$ cat config.mk
export PLATFORM = sky130hd
export DESIGN_NAME = ddrad_decode
export DESIGN_NICKNAME = d
export VERILOG_FILES = /design/src/logic/ddrad_pkg.sv /design/src/logic/ddrad_decode.sv
export SDC_FILE = /design/constraint.sdc
export NUM_CORES = 1
export LEC_CHECK = 0
export BUFFER_PORTS_ARGS = -buffer_cell sky130_fd_sc_hd__buf_2
export CORE_MARGIN = 4
export CORE_UTILIZATION = 52
export DETAILED_ROUTE_END_ITERATION = 8
export HOLD_SLACK_MARGIN = 0.1
export PLACE_DENSITY = 0.88
export SKIP_LAST_GASP = 1
export SLEW_MARGIN = 20
export SYNTH_ARGS = -nofsm -noshare
export SYNTH_HDL_FRONTEND = slang
export SYNTH_SLANG_ARGS = --single-unit
export TNS_END_PERCENT = 100
$ cat constraint.sdc
create_clock -name sys_clk_in -period 1.96 [get_ports sys_clk_in]
set_clock_uncertainty 0.05 [all_clocks]
set_input_delay 0.098 -clock sys_clk_in [delete_from_list [all_inputs] [get_ports sys_clk_in]]
set_output_delay 0.098 -clock sys_clk_in [all_outputs]
set_load 0.02 [all_outputs]
$ cat src/logic/ddrad_pkg.sv
// Constants and carriers for the DDR address decode stage.
// Assumes one 20 MHz clock domain; configuration values are static while decoding.
// How it works
// - Banks 64MB to 1GB each, total 64MB to 2GB, from row/column widths.
// - Page size 4/8/16KB for 9/10/11 columns; halved on 32-bit bus.
// - Leaf selects come from address bits 25:24 for 64M, moving up per doubling.
// - On a 32-bit bus each leaf-select pairing covers half the bank size.
// - Geometry picks decode 1, 2 (13x9) or 3 (14x10).
// - Default row: bit27 on line 13, bit25 on 12, bits 23:12 on 11:0.
// - Column: bit26 on 11, precharge line on 10, bit24 on 9, bits 11:3 on 8:0.
// - Decode 2 puts bit 24 on row line 12.
// - Decode 3 puts bit 26 on row line 13.
// - Unused address lines still carry their mapped address bits.
// - Column address advances by four per burst.
// - Random bursts may start anywhere in the open page; sequential also supported.
// - Base gives upper seven bits; limits in 32MB granules.
// - Bank select from bit 31 match and bits 30:25 against base and limits.
// - After reset bank 0 is one 64-bit region.
// - Nonzero narrow size splits bank 0: 32-bit, invalid, 64-bit regions.
// - Invalid-region access is flagged as an error and interrupt request.
// - A 32-bit bus makes all space 32-bit and ignores narrow size.
// - Control word bit 2 selects bus width, default 64-bit.
package ddrad_pkg;
   localparam int          ROW_W_MIN      = 12;
   localparam int          ROW_W_MAX      = 14;
   localparam int          COL_W_MIN      = 9;
   localparam int          COL_W_MAX      = 11;
   localparam int          GRAN_LSB       = 25;
   localparam int          LEAF_LSB_64M   = 24;
   localparam int          NARROW_LSB     = 20;
   localparam int          WIDTH_CTRL_BIT = 2;
   localparam logic [1:0]  BURST_LEN      = 2'h3;
   localparam logic [9:0]  NARROW_RST     = 10'h000;
   localparam logic [6:0]  LIMIT_RST      = 7'h00;

   typedef enum logic [2:0] {
      DDRAD_DEC1 = 3'b001,
      DDRAD_DEC2 = 3'b010,
      DDRAD_DEC3 = 3'b100
   } ddrad_dec_e;

   typedef struct packed {
      logic        valid;
      logic        cs0;
      logic        cs1;
      logic        narrow;
      logic        invalid_err;
      logic [1:0]  leaf;
      logic [13:0] row;
      logic [13:0] col;
      logic [3:0]  page_kb;
   } ddrad_out_s;
endpackage

$ cat src/logic/ddrad_decode.sv
// Address decode stage: bank select, leaf select, row/column mapping, regions.
// Assumes the configuration inputs are already synchronous and held stable.
`timescale 1ns/1ps
`default_nettype none
module ddrad_decode
   import ddrad_pkg::*;
(
   input  wire logic        sys_clk_in,            // 20 MHz clock
   input  wire logic        reset_n_in,            // Async reset, active low
   input  wire logic        req_in,                // Address valid strobe
   input  wire logic [31:0] addr_in,               // Internal bus address
   input  wire logic        burst_in,              // Advance column by one burst
   input  wire logic        precharge_in,          // Precharge-variant control
   input  wire logic [31:0] memory_control_word_in, // Control word, bit 2 = 32-bit bus
   input  wire logic [6:0]  memory_base_value_in,  // Base address bits 31:25
   input  wire logic [6:0]  bank0_upper_limit_in,  // Bank 0 limit, 32MB units
   input  wire logic [6:0]  bank1_upper_limit_in,  // Bank 1 limit, 32MB units
   input  wire logic [9:0]  narrow_region_size_in, // Narrow region size, MB
   input  wire logic [1:0]  row_w_sel_in,          // 0:12 1:13 2:14 row bits
   input  wire logic [1:0]  col_w_sel_in,          // 0:9 1:10 2:11 column bits
   output var  logic        hit_out,               // Address hits memory
   output var  logic [1:0]  cs_n_out,              // Chip selects, active low
   output var  logic [1:0]  leaf_out,              // Internal leaf selects
   output var  logic [13:0] row_out,               // Row address lines
   output var  logic [13:0] dram_address_lines_out, // Column address lines
   output var  logic        narrow_out,            // Access runs as 32-bit
   output var  logic        invalid_err_out,       // Invalid region error pulse
   output var  logic [3:0]  page_kb_log2_out,      // log2 of page size in KB
   output var  logic        unsupported_out        // Geometry not supported
);
   // ==================================================
   // State
   typedef struct packed {
      ddrad_out_s  o;
      logic        unsup;
      logic [6:0]  last_col;
   } ddrad_state_s;

   ddrad_state_s st_q, st_d;

   // Bank size exponent relative to 64MB: 0..4 for 64M..1G.
   function automatic logic [2:0] size_step(input logic [1:0] r, input logic [1:0] c);
      size_step = 3'(r) + 3'(c);
   endfunction

   function automatic ddrad_dec_e pick_dec(input logic [1:0] r, input logic [1:0] c);
      if (r == 2'h1 && c == 2'h0) pick_dec = DDRAD_DEC2;
      else if (r == 2'h2 && c == 2'h1) pick_dec = DDRAD_DEC3;
      else pick_dec = DDRAD_DEC1;
   endfunction

   logic        bus32;
   logic [2:0]  step;
   logic [4:0]  leaf_lsb;
   ddrad_dec_e  dec;
   logic [31:0] base_addr;
   logic [31:0] narrow_bytes;
   logic        in_b0;
   logic        in_b1;
   logic        bit31_ok;

   always_comb begin
      bus32        = memory_control_word_in[WIDTH_CTRL_BIT];
      step         = size_step(row_w_sel_in, col_w_sel_in);
      // Half bank size on a 32-bit bus shifts the leaf pair down one bit
      leaf_lsb     = 5'(LEAF_LSB_64M) + 5'(step) - 5'(bus32);
      dec          = pick_dec(row_w_sel_in, col_w_sel_in);
      base_addr    = {memory_base_value_in, 25'h0};
      narrow_bytes = {2'h0, narrow_region_size_in, 20'h0};
      bit31_ok     = addr_in[31] == memory_base_value_in[6];
      in_b0 = bit31_ok && addr_in[30:GRAN_LSB] >= memory_base_value_in[5:0]
              && {1'b0, addr_in[30:GRAN_LSB]} < bank0_upper_limit_in;
      in_b1 = bit31_ok && {1'b0, addr_in[30:GRAN_LSB]} >= bank0_upper_limit_in
              && {1'b0, addr_in[30:GRAN_LSB]} < bank1_upper_limit_in;
   end

   always_comb begin
      logic [31:0] off;
      off  = addr_in - base_addr;
      st_d = st_q;
      st_d.o.invalid_err = 1'b0;
      st_d.unsup = (row_w_sel_in == 2'h3) || (col_w_sel_in == 2'h3)
                   || (row_w_sel_in == 2'h0 && col_w_sel_in == 2'h2)
                   || (row_w_sel_in == 2'h2 && col_w_sel_in == 2'h0);
      st_d.o.page_kb = 4'h2 + 4'(col_w_sel_in) - 4'(bus32);
      if (req_in) begin
         st_d.o.valid = in_b0 || in_b1;
         st_d.o.cs0   = in_b0;
         st_d.o.cs1   = in_b1;
         st_d.o.leaf  = 2'(addr_in >> leaf_lsb);
         // Row map; unused high lines keep their bits
         st_d.o.row = {addr_in[27], addr_in[25], addr_in[23:12]};
         case (dec)
            DDRAD_DEC1: st_d.o.row = {addr_in[27], addr_in[25], addr_in[23:12]};
            DDRAD_DEC2: st_d.o.row[12] = addr_in[24];
            DDRAD_DEC3: st_d.o.row[13] = addr_in[26];
            default:    st_d.o.row = {addr_in[27], addr_in[25], addr_in[23:12]};
         endcase
         // Any column in the open page may start a burst
         st_d.o.col = {2'h0, addr_in[26], precharge_in, addr_in[24], addr_in[11:3]};
         st_d.last_col = {addr_in[24], addr_in[11:6]};
         // Narrow split only on a 64-bit bus with a nonzero size
         st_d.o.narrow = 1'b0;
         if (bus32) begin
            st_d.o.narrow = 1'b1;
         end else if (in_b0 && narrow_region_size_in != NARROW_RST) begin
            if (off < narrow_bytes) begin
               st_d.o.narrow = 1'b1;
            end else if (off < {narrow_bytes[30:0], 1'b0}) begin
               st_d.o.invalid_err = 1'b1;
            end
         end
      end else if (burst_in) begin
         // Low column bits wrap within the page; sequential advance of one burst
         st_d.o.col[8:0] = st_q.o.col[8:0] + {7'h0, BURST_LEN} + 9'h1;
      end
   end

   always_ff @(posedge sys_clk_in or negedge reset_n_in) begin
      if (!reset_n_in) begin
         st_q <= '0;
      end else begin
         st_q <= st_d;
      end
   end

   always_comb begin
      hit_out                = st_q.o.valid;
      cs_n_out               = ~{st_q.o.cs1, st_q.o.cs0};
      leaf_out               = st_q.o.leaf;
      row_out                = st_q.o.row;
      dram_address_lines_out = st_q.o.col;
      narrow_out             = st_q.o.narrow;
      invalid_err_out        = st_q.o.invalid_err;
      page_kb_log2_out       = st_q.o.page_kb;
      unsupported_out        = st_q.unsup;
   end

   // ==================================================
   // Checks
   bank_excl_a: assert property (@(posedge sys_clk_in) disable iff (!reset_n_in)
      !(st_q.o.cs0 && st_q.o.cs1)) else $error("both banks selected");
   bank0_sel_a: assert property (@(posedge sys_clk_in) disable iff (!reset_n_in)
      req_in && in_b0 |=> !cs_n_out[0]) else $error("bank 0 not selected");
   miss_a: assert property (@(posedge sys_clk_in) disable iff (!reset_n_in)
      req_in && !bit31_ok |=> !hit_out) else $error("hit despite bit 31 mismatch");
   col_map_a: assert property (@(posedge sys_clk_in) disable iff (!reset_n_in)
      req_in |=> dram_address_lines_out[9] == $past(addr_in[24])
      && dram_address_lines_out[11] == $past(addr_in[26])) else $error("column map wrong");
   row_low_a: assert property (@(posedge sys_clk_in) disable iff (!reset_n_in)
      req_in |=> row_out[11:0] == $past(addr_in[23:12])) else $error("row map wrong");
   burst_a: assert property (@(posedge sys_clk_in) disable iff (!reset_n_in)
      !req_in && burst_in |=> dram_address_lines_out[8:0] == $past(st_q.o.col[8:0]) + 9'h4)
      else $error("burst step wrong");
   wide32_a: assert property (@(posedge sys_clk_in) disable iff (!reset_n_in)
      req_in && bus32 |=> narrow_out && !invalid_err_out) else $error("32-bit bus not narrow");
   err_pulse_a: assert property (@(posedge sys_clk_in) disable iff (!reset_n_in)
      invalid_err_out |-> !narrow_out && !cs_n_out[0]) else $error("error outside bank 0");
   no_split_a: assert property (@(posedge sys_clk_in) disable iff (!reset_n_in)
      req_in && !bus32 && narrow_region_size_in == 10'h0 |=> !narrow_out && !invalid_err_out)
      else $error("split without size");

   // ==================================================
   // Bank select checks, written partly from in_b0/in_b1 and partly from the base and limits

   bank1_sel_a: assert property (@(posedge sys_clk_in) disable iff (!reset_n_in)
      req_in && in_b1
      |=> !cs_n_out[1] && cs_n_out[0] && hit_out)
      else $error("bank 1 not selected");

   none_sel_a: assert property (@(posedge sys_clk_in) disable iff (!reset_n_in)
      req_in && !in_b0 && !in_b1
      |=> cs_n_out == 2'b11 && !hit_out)
      else $error("select outside both banks");

   hit_cs_a: assert property (@(posedge sys_clk_in) disable iff (!reset_n_in)
      1'b1
      |-> hit_out == (cs_n_out != 2'b11))
      else $error("hit and chip selects disagree");

   above_top_a: assert property (@(posedge sys_clk_in) disable iff (!reset_n_in)
      req_in && bit31_ok && {1'b0, addr_in[30:GRAN_LSB]} >= bank1_upper_limit_in
      |=> !hit_out)
      else $error("hit above bank 1 limit");

   below_base_a: assert property (@(posedge sys_clk_in) disable iff (!reset_n_in)
      req_in && addr_in[30:GRAN_LSB] < memory_base_value_in[5:0]
      |=> cs_n_out[0])
      else $error("bank 0 selected below base");

   // ==================================================
   // Leaf select checks at fixed geometries

   leaf_64m_a: assert property (@(posedge sys_clk_in) disable iff (!reset_n_in)
      req_in && !bus32 && row_w_sel_in == 2'h0 && col_w_sel_in == 2'h0
      |=> leaf_out == $past(addr_in[25:24]))
      else $error("leaf pair wrong for 64M");

   leaf_256m_a: assert property (@(posedge sys_clk_in) disable iff (!reset_n_in)
      req_in && !bus32 && row_w_sel_in == 2'h1 && col_w_sel_in == 2'h1
      |=> leaf_out == $past(addr_in[27:26]))
      else $error("leaf pair wrong for 256M");

   leaf_1g_a: assert property (@(posedge sys_clk_in) disable iff (!reset_n_in)
      req_in && !bus32 && row_w_sel_in == 2'h2 && col_w_sel_in == 2'h2
      |=> leaf_out == $past(addr_in[29:28]))
      else $error("leaf pair wrong for 1G");

   leaf_half_a: assert property (@(posedge sys_clk_in) disable iff (!reset_n_in)
      req_in && bus32 && row_w_sel_in == 2'h0 && col_w_sel_in == 2'h0
      |=> leaf_out == $past(addr_in[24:23]))
      else $error("leaf pair not halved on 32-bit bus");

   // ==================================================
   // Decode variant and row map checks

   dec2_pick_a: assert property (@(posedge sys_clk_in) disable iff (!reset_n_in)
      row_w_sel_in == 2'h1 && col_w_sel_in == 2'h0
      |-> dec == DDRAD_DEC2)
      else $error("13x9 not on decode 2");

   dec3_pick_a: assert property (@(posedge sys_clk_in) disable iff (!reset_n_in)
      row_w_sel_in == 2'h2 && col_w_sel_in == 2'h1
      |-> dec == DDRAD_DEC3)
      else $error("14x10 not on decode 3");

   dec1_pick_a: assert property (@(posedge sys_clk_in) disable iff (!reset_n_in)
      !(row_w_sel_in == 2'h1 && col_w_sel_in == 2'h0) && !(row_w_sel_in == 2'h2 && col_w_sel_in == 2'h1)
      |-> dec == DDRAD_DEC1)
      else $error("other geometry not on decode 1");

   row_dec1_a: assert property (@(posedge sys_clk_in) disable iff (!reset_n_in)
      req_in && dec == DDRAD_DEC1
      |=> row_out[13] == $past(addr_in[27]) && row_out[12] == $past(addr_in[25]))
      else $error("decode 1 row high lines wrong");

   row_dec2_a: assert property (@(posedge sys_clk_in) disable iff (!reset_n_in)
      req_in && dec == DDRAD_DEC2
      |=> row_out[12] == $past(addr_in[24]) && row_out[13] == $past(addr_in[27]))
      else $error("decode 2 row high lines wrong");

   row_dec3_a: assert property (@(posedge sys_clk_in) disable iff (!reset_n_in)
      req_in && dec == DDRAD_DEC3
      |=> row_out[13] == $past(addr_in[26]) && row_out[12] == $past(addr_in[25]))
      else $error("decode 3 row high lines wrong");

   row_unused_a: assert property (@(posedge sys_clk_in) disable iff (!reset_n_in)
      req_in && row_w_sel_in == 2'h0 && col_w_sel_in == 2'h0
      |=> row_out[13] == $past(addr_in[27]))
      else $error("unused row line not driven");

   // ==================================================
   // Column map and burst checks

   col_fixed_a: assert property (@(posedge sys_clk_in) disable iff (!reset_n_in)
      req_in
      |=> dram_address_lines_out[13:12] == 2'b00 && dram_address_lines_out[10] == $past(precharge_in))
      else $error("column fixed lines wrong");

   col_low_a: assert property (@(posedge sys_clk_in) disable iff (!reset_n_in)
      req_in
      |=> dram_address_lines_out[8:0] == $past(addr_in[11:3]))
      else $error("random start column wrong");

   col_hold_a: assert property (@(posedge sys_clk_in) disable iff (!reset_n_in)
      !req_in && !burst_in
      |=> $stable(dram_address_lines_out))
      else $error("column moved without burst");

   burst_row_a: assert property (@(posedge sys_clk_in) disable iff (!reset_n_in)
      !req_in && burst_in
      |=> $stable(row_out) && $stable(dram_address_lines_out[13:9]))
      else $error("burst touched row or high column");

   // ==================================================
   // Page size and geometry checks

   page_4k_a: assert property (@(posedge sys_clk_in) disable iff (!reset_n_in)
      !bus32 && col_w_sel_in == 2'h0
      |=> page_kb_log2_out == 4'h2)
      else $error("page not 4KB");

   page_16k_a: assert property (@(posedge sys_clk_in) disable iff (!reset_n_in)
      !bus32 && col_w_sel_in == 2'h2
      |=> page_kb_log2_out == 4'h4)
      else $error("page not 16KB");

   page_half_a: assert property (@(posedge sys_clk_in) disable iff (!reset_n_in)
      bus32 && col_w_sel_in == 2'h1
      |=> page_kb_log2_out == 4'h2)
      else $error("page not halved on 32-bit bus");

   unsup_geo_a: assert property (@(posedge sys_clk_in) disable iff (!reset_n_in)
      (row_w_sel_in == 2'h0 && col_w_sel_in == 2'h2) || row_w_sel_in == 2'h3
      |=> unsupported_out)
      else $error("unsupported geometry not flagged");

   sup_geo_a: assert property (@(posedge sys_clk_in) disable iff (!reset_n_in)
      row_w_sel_in == 2'h1 && col_w_sel_in == 2'h1
      |=> !unsupported_out)
      else $error("supported geometry flagged");

   // ==================================================
   // Region split checks

   narrow_in_a: assert property (@(posedge sys_clk_in) disable iff (!reset_n_in)
      req_in && !bus32 && in_b0 && narrow_region_size_in != 10'h000 && (addr_in - base_addr) < narrow_bytes
      |=> narrow_out && !invalid_err_out)
      else $error("narrow region not 32-bit");

   wide_top_a: assert property (@(posedge sys_clk_in) disable iff (!reset_n_in)
      req_in && !bus32 && in_b0 && (addr_in - base_addr) >= {narrow_bytes[30:0], 1'b0}
      |=> !narrow_out && !invalid_err_out)
      else $error("upper bank 0 not 64-bit");

   b1_wide_a: assert property (@(posedge sys_clk_in) disable iff (!reset_n_in)
      req_in && !bus32 && in_b1
      |=> !narrow_out && !invalid_err_out)
      else $error("bank 1 split");

   err_idle_a: assert property (@(posedge sys_clk_in) disable iff (!reset_n_in)
      !req_in
      |=> !invalid_err_out)
      else $error("error without request");

   err_hit_a: assert property (@(posedge sys_clk_in) disable iff (!reset_n_in)
      invalid_err_out
      |-> hit_out)
      else $error("error without bank hit");

   // Main scenarios
   dec3_c: cover property (@(posedge sys_clk_in) disable iff (!reset_n_in) req_in && dec == DDRAD_DEC3);
   burst_c: cover property (@(posedge sys_clk_in) disable iff (!reset_n_in) !req_in && burst_in);
   hit_b1_c: cover property (@(posedge sys_clk_in) disable iff (!reset_n_in) !cs_n_out[1]);
   err_c: cover property (@(posedge sys_clk_in) disable iff (!reset_n_in) invalid_err_out);
   narrow_c: cover property (@(posedge sys_clk_in) disable iff (!reset_n_in) narrow_out && hit_out);
endmodule
`default_nettype wire

==> impl_metrics.ini, run 1 <==
[route]
vias = 2840
drc = 0
wirelength_um = 8400
drtIter0Drc = 128
wl_per_cell_um = 15.9
ant_nets = 0
firstDrtPassIters = 4
viasPerCell = 5.38

[worst_setup_path]
cp_common_cell = ha_4
start_kind = input port
cpPeakStageDelay_ns = 0.54
cp-startpoint = row_w_sel_in[0]
crit_type = input port to flop
r2r_start = dram_address_lines_out[2]$_DFFE_PN0N_
arrival_ns = 2.41
crit_fanout = 3
r2r_slack_ns = 0.61
cp_data_required_time_ns = 2.09
cp-end-kind = flop
crit_chain = buf_8, ha_4, fa_1, inv_2, ha_4, mux4_2, nor2b_1, a211oi_1, a21oi_1, mux2_2
worst_path_max_delay_cell = fa_1

[final_layout]
fillers = 400
drive_above_1_share = 0.382
insertedDiodeCount = 0
seqCellArea_um2 = 926
multi_input_area_um2 = 1880
syn2layout_area_growth_pct = 35.0
fin_area_um2 = 4260
num-nets-final = 599

[power]
swShare = 0.330
peakVddDrop_v = 0.000514
clkPwrFrac = 0.252
p_int_w = 0.00183
power_density_nw_per_um2 = 642
pwr-share-comb = 0.418
p_leak_nw = 2.17
seqPwrFrac = 0.330
power_w = 0.00273
power_switching_w = 0.000903

[timing]
hold_viol = 0
relSlewSlack = 0.458
worst_slew_pin_slew_ns = 0.814
worst_slack_ns = -0.322
min_period_ns = 2.28
whs_ns = 0.113
rsz0062_at_grt = yes
finalSetupViolCount = 4
post-route-period-util = 1.16
tns_ns = -0.868
slew_viol_final = 0
fmax_mhz = 438

[logic_synthesis]
avgSynthCellArea_um2 = 9.88
yosysTopAreaCell = dfrtp_1
synth_top_area_share = 0.294
synth.most_common_cell = ha_1
yosysWarnings = 0
synthCells = 319
ys.flop_type = dfrtp_1
syn-cell-area_um2 = 3150
synth_cell_types = 48
synthTopCellsByCount = ha_1, dfrtp_1, buf_4
yosysSeqAreaShare = 0.294
synth_edf_count = 0
synthTopCellsByArea = dfrtp_1, ha_1, buf_4
synth_async_sr_flop_share = 1.00
synth_seq_cells = 37

[global_routing]
track_usage = 0.230
grt_pass1_vias = 2976
gr-total-overflow = 0
grt_first_pass_wirelength_um = 13600
grt_max_degree = 38
antenna_found_initial = 0

[cts]
clock_latency_ns = 0.29
root_buffer = clkbuf_8
cts_num_sinks = 37
clk_pin_slew_worst_paths_ns = 0.07
cts_tree = done
numCtsBuffers = 5
htree_levels = 2
clock_path_buffers = 2

[die]
die-width_um = 85.9
start_util = 0.536
core_area_um2 = 5890
pin_count = 144
fp.dieArea_um2 = 7370
rows = 28
die_h_um = 85.9

[min_path]
hp-class = input port to flop
worstHoldStart = bank0_upper_limit_in[6]

[outcome]
status = finished with violations
violations = negative setup slack

[place]
place_area_um2 = 3730
place.gp.congestion = 0.880
port_buffers = 106
place_ws_ns = -0.892
dp_hpwl_um = 6220

[job]
drv_cap = 0
cells by family (layout without fill, tap and decap cells):
group / Yosys count / count (layout) / share of synthesized area
DFF: 37 / 37 / 0.294
adders and majority gates: 43 / 43 / 0.175
buffers and inverters: 77 / 209 / 0.140
AOI/OAI and AO/OA: 57 / 57 / 0.112
and+or+nand+nor: 61 / 61 / 0.104
other: 1 / 3 / 0.00119
muxes: 32 / 32 / 0.143
xor gates and xnor gates: 11 / 11 / 0.0306
cell type report:
| cell class | instances | share of cell area |
|---|---|---|
| multi-input combinational | 207 | 0.442 |
| timing repair buffer | 166 | 0.257 |
| clock inverter | 2 | 0.00882 |
| tap | 75 | 0.0220 |
| inverter | 35 | 0.0338 |
| sequential | 37 | 0.217 |
| clock buffer | 6 | 0.0194 |
stage by stage:
step           utilization  instances
2_1_floorplan            -        321
3_3_place_gp         0.634        488
3_5_place_dp         0.634        488
4_1_cts              0.718        527
5_1_grt              0.723        528
6_report             0.723        528
registers in the layout (all words and copies together), names as in the netlist:
register,count
invalid_err_out,1
unsupported_out,1
row_out,14
st_q,2
narrow_out,1
leaf_out,2
page_kb_log2_out,3
dram_address_lines_out,12
hit_out,1
metal layers:
metal / track usage / routed length [um]
met1: 0.258 / 3270
met3: 0.0375 / 359
met5: 0 / 0
met2: 0.426 / 4530
met4: 0.0964 / 246
power by group through the flow:
stage	registers, W	logic (W)	clock network [W]
global placement	0.000911	0.000964	0
global route	0.000913	0.00124	0.000736
finish	0.000903	0.00114	0.000688
CTS	0.000901	0.00111	0.000697
detailed placement	0.000916	0.00101	0
floorplan	0.000913	0.000740	0
what timing repair did:
| action | CTS | global route |
|---|---|---|
| pin swaps | 12 | 3 |
| setup endpoints to repair | 4 | 4 |
| endpoints found under the hold margin | 62 | 0 |
| hold buffers | 26 | 0 |
| setup buffers | 5 | 1 |
| resized for setup | 16 | 5 |
worst max-delay path: cells and delay by family:
family / cells / cell delay (ns)
simple gates: 1 / 0.16
buf+inv: 2 / 0.17
compound gates: 2 / 0.25
fa+ha+maj: 3 / 0.98
mux: 2 / 0.75
path summary, 6_finish.rpt:
check / end / cells after the start
setup / recovery: leaf_out[0]$_DFFE_PN0P_ / 10
hold reg to reg: row_out[6]$_DFFE_PN0P_ / 1
hold / removal: hit_out$_DFFE_PN0P_ / 4
min in group asynchronous: dram_address_lines_out[6]$_DFFE_PN0N_ / 2
max in group asynchronous: dram_address_lines_out[9]$_DFFE_PN0P_ / 2
setup reg to reg: dram_address_lines_out[8]$_DFFE_PN0N_ / 5
cells in the final DEF (no fill, tap or decap), drive strengths merged, types with 3 or more instances in the layout:
master | synthesis | final
nor4 | 3 | 3
mux4 | 7 | 7
ha | 41 | 41
dfrtp | 37 | 37
nand3 | 4 | 4
xnor2 | 3 | 3
o2111ai | 3 | 3
xor2 | 8 | 8
nand2 | 15 | 15
a21o | 6 | 6
conb | 1 | 3
a211oi | 4 | 4
inv | 35 | 35
nor3 | 3 | 3
a21oi | 15 | 15
clkbuf | 4 | 6
nor2b | 5 | 5
buf | 38 | 140
o21ai | 18 | 18
nand4 | 6 | 6
dlygate4sd3 | 0 | 26
mux2i | 5 | 5
mux2 | 20 | 20
nor2 | 10 | 10
nand2b | 4 | 4
No activity file was read; power rests on OpenSTA's default activity.
==> inputs of run 2 (changes only) <==
CORE_UTILIZATION = 53   (was 52)
CTS_BUF_LIST = sky130_fd_sc_hd__clkbuf_4 sky130_fd_sc_hd__clkbuf_8   (was default)
PLACE_DENSITY = 0.9   (was 0.88)
==> run 2 against run 1 <==
Effect of this change:
- the run still ends with negative setup slack left
- die area is 1.7% lower
- global-route usage rose by 2.8 points
- non-clock buffer count grew 1
- power increased by 3.8%
- flip-flop and latch count did not move
- utilization grew 3.4 points
- first-iteration DRC count grew 95%
- hold slack got worse by 0.010 ns
- critical path depth shrank 1
- largest cell class unchanged
- clock-buffer cell count is the same
- fmax is 3.6% lower
==> impl_metrics.ini, run 2 (synthesized netlist as in run 1, its figures left out) <==
[outcome]
status = finished with violations
violations = negative setup slack

[cts]
clock_path_buffers = 2
numCtsBuffers = 5
clk_pin_slew_worst_paths_ns = 0.08
clock_latency_ns = 0.29
root_buffer = clkbuf_8
cts_tree = done
htree_levels = 2
cts_num_sinks = 37

[timing]
slew_viol_final = 0
relSlewSlack = 0.455
hold_viol = 0
fmax_mhz = 423
rsz0062_at_grt = yes
whs_ns = 0.103
finalSetupViolCount = 4
min_period_ns = 2.37
worst_slack_ns = -0.406
post-route-period-util = 1.21
worst_slew_pin_slew_ns = 0.818

[route]
firstDrtPassIters = 6
vias = 3031
drc = 0
wirelength_um = 9940
wl_per_cell_um = 18.9
viasPerCell = 5.76
ant_nets = 0
drtIter0Drc = 249

[die]
start_util = 0.559
core_area_um2 = 5640
fp.dieArea_um2 = 7250
pin_count = 144
rows = 27
die-width_um = 85.1
die_h_um = 85.1

[min_path]
hp-class = input port to flop

[power]
power_density_nw_per_um2 = 664
p_leak_nw = 2.18
peakVddDrop_v = 0.000473

[global_routing]
grt_pass1_vias = 3165
antenna_found_initial = 0
grt_max_degree = 38
track_usage = 0.258
grt_first_pass_wirelength_um = 14900
gr-total-overflow = 0

[final_layout]
syn2layout_area_growth_pct = 35.5
fillers = 333
largest_reg_flops = 14
drive_above_1_share = 0.396
final_cell_mix = buf_2, ha_1, dfrtp_1
layout_commonest_cell = buf_2
insertedDiodeCount = 0
fin_area_um2 = 4270
num-nets-final = 600
final_core_util = 0.757

[worst_setup_path]
crit_fanout = 6
cp_data_required_time_ns = 2.08
cpPeakStageDelay_ns = 0.55
reg2reg_to = dram_address_lines_out[8]$_DFFE_PN0N_
arrival_ns = 2.49
crit_path_end = leaf_out[1]$_DFFE_PN0P_
worst_path_max_delay_cell = fa_1
r2r_slack_ns = 0.60
crit_chain = buf_8, ha_4, fa_1, inv_2, ha_4, buf_12, mux4_2, mux4_2, mux2_4
cp-startpoint = row_w_sel_in[0]
r2r_start = dram_address_lines_out[2]$_DFFE_PN0N_
crit_type = input port to flop
cp-end-kind = flop
start_kind = input port
r2r_cells = 5

[place]
dp_hpwl_um = 6300
place_area_um2 = 3720
port_buffers = 106
place.gp.congestion = 0.861

[job]
drv_cap = 0
==> run 2: critical path: cells and delay by family <==
family	cells	cell delay (ns)
buf+inv	3	0.28
fa+ha+maj	3	1.00
mux	3	1.10
==> run 2: stage by stage <==
step	power, W	instances	setup slack (ns)	TNS (ns)
5_1_grt	0.00298	526	-0.416	-1.60
4_1_cts	0.00272	523	-0.308	-0.903
3_5_place_dp	0.00192	484	-0.861	-3.01
3_3_place_gp	0.00187	484	-0.780	-2.63
2_1_floorplan	0.00165	321	-0.494	-1.42
6_report	0.00284	526	-0.406	-1.13
==> run 2: timing repair <==
item,4_1_cts,5_1_grt
endpoints found under the setup margin,4,4
setup buffers,6,3
gates resized for setup,17,11
hold buffers,25,0
hold endpoints to repair,61,0
pin swaps,15,8
==> run 2: worst min-delay path by stage <==
stage	endpoint	slack, ns	depth (start not counted)	startpoint
6_report	hit_out$_DFFE_PN0P_	0.10	3	bank1_upper_limit_in[6]
5_1_grt	hit_out$_DFFE_PN0P_	0.11	3	bank1_upper_limit_in[6]
3_3_place_gp	dram_address_lines_out[6]$_DFFE_PN0N_	0.18	1	reset_n_in
3_5_place_dp	unsupported_out$_DFF_PN0_	0.18	1	reset_n_in
2_1_floorplan	dram_address_lines_out[0]$_DFFE_PN0P_	-0.25	0	reset_n_in
4_1_cts	hit_out$_DFFE_PN0P_	0.11	3	bank1_upper_limit_in[6]
==> run 2: metal layers <==
metal  part of all wire  wire, um  global-route usage  vias to the layer above
li1                   -         -                   -                     1358
met1               0.36      3550               0.271                     1468
met2               0.53      5260               0.479                      172
met3              0.073       725              0.0621                       33
met4              0.041       403               0.121                        0
met5                  0         0                   0                        -
==> run 2: cell type report <==
class,count,area [um^2],share of cell area
multi-input cells,207,1890,0.443
repair buffers,167,1100,0.257
flip-flops and latches,37,926,0.217
clock buffers,6,82.6,0.0193
clock inverters,2,37.5,0.00879
well taps,72,90.1,0.0211
inverters,35,144,0.0337
==> run 2: where the power goes <==
part | switching [W] | total [W] | internal [W]
Combinational | 0.000633 | 0.00123 | 0.000598
Clock | 0.000280 | 0.000694 | 0.000414
Sequential | 0.0000605 | 0.000912 | 0.000851
Total | 0.000973 | 0.00284 | 0.00186
